`config.mk`:
```
export PLATFORM = sky130hd
export DESIGN_NAME = bsq_top
export DESIGN_NICKNAME = d
export VERILOG_FILES = /design/src/verilog/bsq_pkg.sv /design/src/verilog/bsq_det_if.sv /design/src/verilog/bsq_top.sv /design/src/verilog/bsq_stream_det.sv
export SDC_FILE = /design/constraint.sdc
export NUM_CORES = 1
export LEC_CHECK = 0
export ABC_AREA = 1
export BUFFER_PORTS_ARGS = -buffer_cell sky130_fd_sc_hd__buf_2
export CORE_MARGIN = 4
export CORE_UTILIZATION = 25
export CTS_BUF_LIST = sky130_fd_sc_hd__clkbuf_8
export DETAILED_ROUTE_END_ITERATION = 10
export RECOVER_POWER = 100
export SETUP_SLACK_MARGIN = 0.02
export SYNTH_ARGS = -nofsm -noshare
export SYNTH_HDL_FRONTEND = slang
export SYNTH_SLANG_ARGS = --single-unit
```
`constraint.sdc`:
```
create_clock -name CLK_I -period 2.7 [get_ports CLK_I]
set_input_delay 0 -clock CLK_I [delete_from_list [all_inputs] [get_ports CLK_I]]
set_output_delay 0 -clock CLK_I [all_outputs]
set_load 0.1 [all_outputs]
```
`src/verilog/bsq_pkg.sv`:
```
`default_nettype none
package bsq_pkg;
  // register map, byte addresses, one 32-bit word each
  localparam logic [3:0] CTRL_OFS      = 4'h0;
  localparam logic [3:0] STATUS_OFS    = 4'h4;
  localparam logic [3:0] STOPCFG_OFS   = 4'h8;
  // control fields
  localparam int CTRL_MODE_BIT         = 0;
  localparam int CTRL_TXEN_BIT         = 1;
  localparam int CTRL_READY_BIT        = 2;
  localparam int CTRL_CLR_BIT          = 3;
  // status fields
  localparam int ST_IDLE_BIT           = 0;
  localparam int ST_DET_BIT            = 1;
  localparam int ST_STOP_BIT           = 2;
  localparam int ST_TXACT_BIT          = 3;
  localparam int ST_SQOPEN_BIT         = 4;
  // stop-timeout field, in whole milliseconds, legal 1..3
  localparam int STOPCFG_LSB           = 0;
  localparam int STOPCFG_W             = 2;
  localparam logic [1:0] STOP_MS_RST   = 2'h2;
  localparam logic [1:0] STOP_MS_MIN   = 2'h1;
  localparam logic [1:0] STOP_MS_MAX   = 2'h3;
  // timing
  localparam int CLK_MHZ               = 250;
  localparam int MS_TIME_US            = 1000;
  localparam int MS_CYCLES             = MS_TIME_US * CLK_MHZ;
  localparam int BUSY_FILT_CYCLES      = 16;
  localparam int TX_BIT_CYCLES         = 16;
  // stream pattern
  localparam int STREAM_MATCH_BITS     = 128;
  localparam int PREAMBLE_BITS         = 64;
  typedef enum logic [1:0] {
    TX_IDLE = 2'b00,
    TX_RUN  = 2'b01,
    TX_DONE = 2'b11
  } bsq_tx_e;
endpackage
`default_nettype wire

```
`src/verilog/bsq_det_if.sv`:
```
`default_nettype none
interface bsq_det_if;
  logic rx_bit;
  logic rx_valid;
  logic clear;
  logic detected;
  modport det (input rx_bit, input rx_valid, input clear, output detected);
  modport ctl (output rx_bit, output rx_valid, output clear, input detected);
endinterface
`default_nettype wire

```
`src/verilog/bsq_top.sv`:
```
// The Avalon-MM slave port and the register offsets are this design's own decisions.
`default_nettype none
// Function
// RULE1 - idle while squelch closed, busy otherwise; detection mode holds LINE_IDLE_O low
// RULE2 - supply noise never shows a busy line
// RULE3 - selectable detection or operating squelch mode
// RULE4 - send alternating bit stream, truncation allowed
// RULE5 - send until ready or vbus safe
// RULE6 - detect after 128 alternating bits
// RULE7 - stopped after squelch closed 1-3 ms; the stop timer runs in operating mode only
// RULE8 - stream bits bypass the symbol encoder
// RULE9 - synchronise squelch, timer restarts on open
module bsq_top #(
  parameter int MS_CYCLES     = bsq_pkg::MS_CYCLES,
  parameter int BUSY_FILT     = bsq_pkg::BUSY_FILT_CYCLES,
  parameter int TX_BIT_CYCLES = bsq_pkg::TX_BIT_CYCLES
) (
  input  wire logic        CLK_I,
  input  wire logic        RST_I,
  input  wire logic [3:0]  AVS_ADDRESS_I,
  input  wire logic        AVS_READ_I,
  input  wire logic        AVS_WRITE_I,
  input  wire logic [31:0] AVS_WRITEDATA_I,
  input  wire logic [3:0]  AVS_BYTEENABLE_I,
  output logic      [31:0] AVS_READDATA_O,
  output logic             AVS_WAITREQUEST_O,
  input  wire logic        SQUELCH_OPEN_I,
  input  wire logic        RX_BIT_I,
  input  wire logic        RX_BIT_VALID_I,
  input  wire logic        VBUS_SAFE0V_I,
  output logic             SQUELCH_MODE_O,
  output logic             LINE_IDLE_O,
  output logic             TX_BIT_O,
  output logic             TX_BIT_STROBE_O,
  output logic             TX_ACTIVE_O,
  output logic             STREAM_DETECTED_O,
  output logic             STREAM_STOPPED_O
);
  import bsq_pkg::*;

  localparam int MSW = $clog2(MS_CYCLES);
  localparam int FW  = $clog2(BUSY_FILT + 1);
  localparam int TW  = $clog2(TX_BIT_CYCLES);
  localparam logic [MSW-1:0] MS_LAST  = MSW'(MS_CYCLES - 1);
  localparam logic [FW-1:0]  FILT_MAX = FW'(BUSY_FILT);
  localparam logic [TW-1:0]  TX_LAST  = TW'(TX_BIT_CYCLES - 1);

  if (MS_CYCLES < 2 || BUSY_FILT < 1 || TX_BIT_CYCLES < 2) begin : g_chk
    $error("bsq_top parameters out of range");
  end

  // ---------------- register bus ----------------
  logic        wait_q;
  logic [31:0] rdata_q;
  logic        mode_det_q;
  logic        tx_en_q;
  logic        pd_ready_q;
  logic [1:0]  stop_ms_q;

  wire req      = AVS_READ_I | AVS_WRITE_I;
  wire take     = req & ~wait_q;
  wire wr_lane0 = take & AVS_WRITE_I & AVS_BYTEENABLE_I[0];
  wire wr_ctrl  = wr_lane0 && (AVS_ADDRESS_I == CTRL_OFS);
  wire wr_stop  = wr_lane0 && (AVS_ADDRESS_I == STOPCFG_OFS);
  wire sw_clear = wr_ctrl & AVS_WRITEDATA_I[CTRL_CLR_BIT];
  wire [1:0] wr_ms = AVS_WRITEDATA_I[STOPCFG_LSB +: STOPCFG_W];
  // out-of-range timeouts are clamped so the interval stays inside 1..3 ms
  wire [1:0] stop_ms_d = (wr_ms < STOP_MS_MIN) ? STOP_MS_MIN : (wr_ms > STOP_MS_MAX) ? STOP_MS_MAX : wr_ms;  // RULE7

  logic det_flag_q;
  logic stop_flag_q;
  logic idle_q;
  logic tx_act_q;
  logic sq_sync_q;

  wire [31:0] ctrl_rd = {29'h0, pd_ready_q, tx_en_q, mode_det_q};
  wire [31:0] stat_rd = {27'h0, sq_sync_q, tx_act_q, stop_flag_q, det_flag_q, idle_q};
  wire [31:0] stop_rd = {30'h0, stop_ms_q};
  // unmapped addresses read zero and ignore writes
  wire [31:0] rd_mux  = (AVS_ADDRESS_I == CTRL_OFS)    ? ctrl_rd :
                        (AVS_ADDRESS_I == STATUS_OFS)  ? stat_rd :
                        (AVS_ADDRESS_I == STOPCFG_OFS) ? stop_rd : 32'h0;

  // one wait cycle per access, then the answer edge
  always_ff @(posedge CLK_I or posedge RST_I) begin
    if (RST_I) begin
      wait_q  <= 1'b1;
      rdata_q <= 32'h0;
    end else begin
      wait_q  <= ~(req & wait_q);
      if (req & wait_q) begin
        rdata_q <= AVS_READ_I ? rd_mux : 32'h0;
      end
    end
  end

  always_ff @(posedge CLK_I or posedge RST_I) begin
    if (RST_I) begin
      mode_det_q <= 1'b0;
      tx_en_q    <= 1'b0;
      pd_ready_q <= 1'b0;
      stop_ms_q  <= STOP_MS_RST;
    end else begin
      if (wr_ctrl) begin
        mode_det_q <= AVS_WRITEDATA_I[CTRL_MODE_BIT];  // RULE3
        tx_en_q    <= AVS_WRITEDATA_I[CTRL_TXEN_BIT];
        pd_ready_q <= AVS_WRITEDATA_I[CTRL_READY_BIT];
      end
      if (wr_stop) begin
        stop_ms_q  <= stop_ms_d;
      end
    end
  end

  // ---------------- squelch and idle ----------------
  logic          sq_meta_q;
  logic [FW-1:0] open_cnt_q;

  always_ff @(posedge CLK_I or posedge RST_I) begin
    if (RST_I) begin
      sq_meta_q <= 1'b0;
      sq_sync_q <= 1'b0;
    end else begin
      sq_meta_q <= SQUELCH_OPEN_I;  // RULE9
      sq_sync_q <= sq_meta_q;
    end
  end

  // supply ripple gives short squelch blips; only a sustained opening means busy
  wire [FW-1:0] open_cnt_d = !sq_sync_q ? '0 : (open_cnt_q == FILT_MAX) ? FILT_MAX : open_cnt_q + FW'(1);  // RULE2
  wire busy_raw = (open_cnt_q == FILT_MAX);
  // in detection mode the comparator uses the lower threshold, so idle is withheld
  wire idle_d   = ~mode_det_q & ~busy_raw;  // RULE1

  always_ff @(posedge CLK_I or posedge RST_I) begin
    if (RST_I) begin
      open_cnt_q <= '0;
      idle_q     <= 1'b1;
    end else begin
      open_cnt_q <= open_cnt_d;
      idle_q     <= idle_d;
    end
  end

  // ---------------- stream detect and stop timer ----------------
  bsq_det_if dif ();
  logic [MSW-1:0] ms_div_q;
  logic [1:0]     ms_cnt_q;

  wire ms_tick  = (ms_div_q == MS_LAST);
  wire timing   = det_flag_q & ~stop_flag_q & ~mode_det_q & ~sq_sync_q;
  wire stop_set = timing & ms_tick & (ms_cnt_q + 2'h1 == stop_ms_q);  // RULE7
  wire det_set  = dif.detected;

  assign dif.rx_bit   = RX_BIT_I;
  assign dif.rx_valid = RX_BIT_VALID_I;
  assign dif.clear    = sw_clear | stop_set;

  bsq_stream_det #(
    .MATCH_BITS (STREAM_MATCH_BITS)
  ) u_det (
    .clk_i (CLK_I),
    .rst_i (RST_I),
    .dif   (dif)
  );

  always_ff @(posedge CLK_I or posedge RST_I) begin
    if (RST_I) begin
      ms_div_q <= '0;
      ms_cnt_q <= 2'h0;
    end else if (!timing) begin
      ms_div_q <= '0;  // RULE9
      ms_cnt_q <= 2'h0;
    end else begin
      ms_div_q <= ms_tick ? '0 : ms_div_q + MSW'(1);
      ms_cnt_q <= ms_tick ? ms_cnt_q + 2'h1 : ms_cnt_q;
    end
  end

  // a hardware set in the same cycle as a software clear wins
  always_ff @(posedge CLK_I or posedge RST_I) begin
    if (RST_I) begin
      det_flag_q  <= 1'b0;
      stop_flag_q <= 1'b0;
    end else begin
      det_flag_q  <= det_set | (det_flag_q & ~sw_clear);  // RULE6
      stop_flag_q <= stop_set | (stop_flag_q & ~sw_clear);  // RULE7
    end
  end

  // ---------------- alternating stream transmitter ----------------
  bsq_tx_e       tx_st_q;
  bsq_tx_e       tx_st_d;
  logic [TW-1:0] tx_div_q;
  logic          tx_bit_q;
  logic          tx_stb_q;

  wire tx_go   = tx_en_q & ~pd_ready_q & ~VBUS_SAFE0V_I;  // RULE5
  wire tx_tick = (tx_div_q == TX_LAST);

  always_comb begin
    tx_st_d = tx_st_q;
    case (tx_st_q)
      TX_IDLE: if (tx_go) begin
        tx_st_d = TX_RUN;
      end
      TX_RUN: if (!tx_go) begin
        tx_st_d = TX_DONE;  // RULE5
      end
      TX_DONE: if (!tx_en_q) begin
        tx_st_d = TX_IDLE;
      end
      default: tx_st_d = TX_IDLE;
    endcase
  end

  // bits come straight from the toggle, no symbol coding; stopping mid-preamble is legal
  always_ff @(posedge CLK_I or posedge RST_I) begin
    if (RST_I) begin
      tx_st_q  <= TX_IDLE;
      tx_div_q <= '0;
      tx_bit_q <= 1'b1;
      tx_stb_q <= 1'b0;
      tx_act_q <= 1'b0;
    end else begin
      tx_st_q  <= tx_st_d;
      tx_act_q <= (tx_st_d == TX_RUN);
      tx_div_q <= (tx_st_q != TX_RUN || tx_tick) ? '0 : tx_div_q + TW'(1);
      tx_stb_q <= (tx_st_q == TX_RUN) & tx_tick & tx_go;
      if (tx_st_q != TX_RUN) begin
        tx_bit_q <= 1'b1;
      end else if (tx_tick & tx_go) begin
        tx_bit_q <= ~tx_bit_q;  // RULE4 RULE8
      end
    end
  end

  always_comb begin
    AVS_READDATA_O    = rdata_q;
    AVS_WAITREQUEST_O = wait_q;
    SQUELCH_MODE_O    = mode_det_q;
    LINE_IDLE_O       = idle_q;
    TX_BIT_O          = tx_bit_q;
    TX_BIT_STROBE_O   = tx_stb_q;
    TX_ACTIVE_O       = tx_act_q;
    STREAM_DETECTED_O = det_flag_q;
    STREAM_STOPPED_O  = stop_flag_q;
  end

  logic        last_bit_q;
  logic        seen_q;
  logic        par_q;
  logic [31:0] closed_q;
  always_ff @(posedge CLK_I or posedge RST_I) begin
    if (RST_I) begin
      last_bit_q <= 1'b0;
      seen_q     <= 1'b0;
      par_q      <= 1'b0;
      closed_q   <= 32'h0;
    end else begin
      seen_q     <= TX_ACTIVE_O & (seen_q | TX_BIT_STROBE_O);
      last_bit_q <= TX_BIT_STROBE_O ? TX_BIT_O : last_bit_q;
      par_q      <= !TX_ACTIVE_O ? 1'b0 : par_q ^ TX_BIT_STROBE_O;
      closed_q   <= !timing ? 32'h0 : closed_q + 32'h1;
    end
  end
endmodule
`default_nettype wire

```
`src/verilog/bsq_stream_det.sv`:
```
`default_nettype none
module bsq_stream_det #(
  parameter int MATCH_BITS = bsq_pkg::STREAM_MATCH_BITS
) (
  input  wire logic   clk_i,
  input  wire logic   rst_i,
  bsq_det_if.det      dif
);
  import bsq_pkg::*;
  localparam int CW = $clog2(MATCH_BITS + 1);
  localparam logic [CW-1:0] FULL = CW'(MATCH_BITS);

  if (MATCH_BITS < 2) begin : g_chk
    $error("match length too short");
  end

  logic [CW-1:0] cnt_q;
  logic [CW-1:0] cnt_d;
  logic          prev_q;

  // a repeated bit restarts the run with itself as first bit
  wire alt_ok = (cnt_q == '0) || (dif.rx_bit != prev_q);
  assign cnt_d = !alt_ok ? CW'(1) : (cnt_q == FULL) ? FULL : cnt_q + CW'(1);  // RULE6
  assign dif.detected = (cnt_q == FULL);

  always_ff @(posedge clk_i or posedge rst_i) begin
    if (rst_i) begin
      cnt_q  <= '0;
      prev_q <= 1'b0;
    end else if (dif.clear) begin
      cnt_q  <= '0;
    end else if (dif.rx_valid) begin
      cnt_q  <= cnt_d;
      prev_q <= dif.rx_bit;
    end
  end
endmodule
`default_nettype wire

```
==> impl_metrics.csv <==
group,metric,value,unit
status,status,"completed",
worst_setup_path,crit_path_max_fanout,9,
clocking,cts_setup_buffers,0,
layout,final_area,3810,µm²
clocking,cts_tree,"built",
layout,layout.nets,509,
synth,synth.distinct_cells,35,
floorplanning,core_area,13200,µm²
layout,syn_to_final_growth,13.5,%
timing,fin_skew,0.00731,ns
timing,slew_headroom,21.5,%
timing,timing.hold.ws,0.0394,ns
clocking,htreeDepth,3,
synth,ys_ff_latch,59,
drt,ant_nets,0,
floorplanning,initial_core_util,25.4,%
job,maxCapViolCount,0,
worst_setup_path,crit_path_start_kind,"flip-flop",
global_route,grt_start_max_net_pins,49,
power,intPower,0.00155,W
synth,syn_inst,412,
timing,min_period,2.03,ns
floorplanning,pin_count,88,
layout,final_cell_mix,"nand2_1, dfrtp_1, nor2_1, inv_1, conb_1",
global_route,grt_pass1_wl,11700,µm
synth,syn_area,3350,µm²
placed_design,pre_cts_ws,0.995,ns
placed_design,dpl.hpwl,4930,µm
floorplanning,rows,42,
floorplanning,die_y,124,µm
clocking,cts_hold_buf,9,
power,switching_share,37.0,%
clocking,cts-root-buf,"clkbuf_8",
global_route,first_global_vias,2626,
drt,dr.pass1.iters,4,
timing,finalCritPeriodShare,75.4,%
worst_setup_path,crit_type,"reg2reg",
worst_setup_path,crit_start,"ms_div_q[0]",
timing,finalHoldViolations,0,
power,power_frac_seq,42.7,%
power,power.leakage,1.78,nW
timing,tightest_slew,1.18,ns
power,p_per_area,646,nW/µm²
synth,syn_avg_cell_area,8.14,µm²
timing,maxSlewViolCount,0,
clocking,cts.clk_slew.worst_paths,0.07,ns
synth,yosysWarnings,0,
worst_setup_path,critPathCaptureType,"flip-flop",
clocking,numCtsBuffers,9,
power,power.switching,0.000910,W
clocking,post_cts_resized,0,
global_route,grt.overflow.total,0,
clocking,clockBufferDepth,2,
drt,routed_wl,6670,µm
placed_design,gp_congestion,0.860,
clocking,worstSkewPairLatency,0.32,ns
timing,setup_viol,0,
timing,fmax,0.492,GHz
power,ir_drop,0.472,mV
timing,rsz0062_at_grt,"false",
synth,yosysSeqAreaShare,44.2,%
global_route,grt_usage,9.44,%
worst_hold_path,min_from,"RX_BIT_VALID_I",
placed_design,placed_area,3590,µm²
placed_design,port_buffers,29,
worst_hold_path,min_path_type,"in2reg",
power,power_frac_comb,25.7,%
worst_setup_path,worst_ep_arrival_time,2.22,ns
layout,final_common_cell,"nand2_1",
layout,diodes,0,
worst_setup_path,r2r_start,"ms_div_q[0]",
clocking,cts_sinks,59,
floorplanning,die_area,15300,µm²
drt,via_per_inst,4.18,
floorplanning,die_x,124,µm
layout,drive_above_1_share,13.7,%
worst_setup_path,required,2.89,ns
drt,drc,0,
global_route,antenna_found_initial,0,
timing,setup_tns,0,ns
timing,fin_ws,0.665,ns
drt,drt_iter0_markers,111,
drt,routedWlPerCell,10.5,µm
drt,vias,2657,
power,p_clk_share,31.6,%
==> cell usage after synthesis <==
| cell type | count | area (µm²) |
|---|---|---|
| xnor2_1 | 3 | 26.3 |
| ha_1 | 6 | 75.1 |
| nand2_1 | 80 | 300 |
| nand2_2 | 5 | 31.3 |
| buf_6 | 1 | 11.3 |
| nand4_4 | 1 | 21.3 |
| nor3_2 | 2 | 20.0 |
| nand3_1 | 23 | 115 |
| or2_2 | 1 | 6.26 |
| a21o_1 | 1 | 7.51 |
| nor2_1 | 53 | 199 |
| nor3b_1 | 1 | 7.51 |
| nand4_2 | 2 | 25.0 |
| buf_2 | 5 | 25.0 |
| o221ai_1 | 1 | 8.76 |
| nand3_4 | 2 | 35.0 |
| nor2_2 | 4 | 25.0 |
| a21oi_1 | 8 | 40.0 |
| o21ai_2 | 1 | 8.76 |
| nand4_1 | 26 | 163 |
| conb_1 | 1 | 3.75 |
| o21ai_0 | 18 | 90.1 |
| inv_2 | 8 | 30.0 |
| dfstp_2 | 4 | 105 |
| buf_4 | 27 | 203 |
| a31oi_1 | 1 | 6.26 |
| nor2_4 | 4 | 45.0 |
| inv_1 | 47 | 176 |
| dfrtp_1 | 55 | 1380 |
| xor2_1 | 11 | 96.3 |
| mux2_2 | 1 | 11.3 |
| o21ai_1 | 2 | 10.0 |
| nor2_8 | 1 | 20.0 |
| clkinv_2 | 1 | 5.00 |
| nor3_1 | 5 | 25.0 |
==> area by class of cell <==
type                    count  area (µm²)
multi-input cells         290        1480
fillers                  1428        9380
well taps                 176         220
repair buffers             39         223
inverters                  56         211
clock buffers              10         138
flip-flops and latches     59        1480
clock inverters             5        53.8
==> critical path, stage by stage (launching register included) <==
cell and delay (ns):
dfrtp_1 0.37, ha_1 0.19, nand3_1 0.14, clkinvlp_2 0.18, nand3_1 0.09, nor2_1 0.37, nor2_4 0.12, inv_1 0.29
o21ai_0 0.14
==> final timing paths <==
check                               endpoint  slack [ns]  cells after the start
min in group asynchronous        ms_div_q[4]        0.47                      3
setup / recovery                 ms_cnt_q[1]        0.67                      8
max in group asynchronous  AVS_READDATA_O[4]        1.18                      4
hold reg to reg                    sq_sync_q        0.35                      0
setup reg to reg                 ms_cnt_q[1]        0.67                      8
hold / removal                u_det.cnt_q[0]        0.04                      3
==> kinds of logic (layout without fill, tap and decap cells) <==
| group | Yosys count | in the layout | synth area share (%) |
|---|---|---|---|
| multiplexers | 1 | 1 | 0.336 |
| other | 1 | 27 | 0.112 |
| XOR/XNOR | 14 | 14 | 3.66 |
| AO/OA/AOI/OAI | 32 | 32 | 5.11 |
| AND/OR/NAND/NOR | 210 | 210 | 31.0 |
| adder cells (fa/ha/maj) | 6 | 6 | 2.24 |
| buffers and inverters | 89 | 110 | 13.4 |
| flip-flops | 59 | 59 | 44.2 |
==> per-stage QoR <==
| stage | instances | utilization, % | total power, W |
|---|---|---|---|
| 2_1_floorplan | 438 | - | 0.00162 |
| 3_3_place_gp | 611 | 27.2 | 0.00169 |
| 3_5_place_dp | 611 | 27.2 | 0.00170 |
| 4_1_cts | 635 | 29.3 | 0.00250 |
| 5_1_grt | 635 | 28.9 | 0.00260 |
| 6_report | 635 | 28.9 | 0.00246 |
==> power groups by stage <==
stage / clock network, W / registers, W / logic, W
after floorplan: 0 / 0.00118 / 0.000443
after CTS: 0.000802 / 0.00105 / 0.000643
after global routing: 0.000844 / 0.00106 / 0.000697
final: 0.000777 / 0.00105 / 0.000631
after global placement: 0 / 0.00106 / 0.000624
after detailed placement: 0 / 0.00107 / 0.000630
==> state kept, by name (all words and copies together) (netlist names), 2 cells and up <==
register        cells
AVS_READDATA_O      5
ms_cnt_q            2
ms_div_q           18
open_cnt_q          5
stop_ms_q           2
tx_div_q            4
tx_st_q             2
u_det.cnt_q         8
==> metal layers <==
layer	wire [µm]	global-route usage, %	vias to the layer above
met5	0	0	-
met4	70	2.91	0
met3	261	2.63	6
met2	3340	16.5	47
met1	3000	11.3	1248
li1	-	-	1356
No activity file was read; power rests on OpenSTA's default activity.
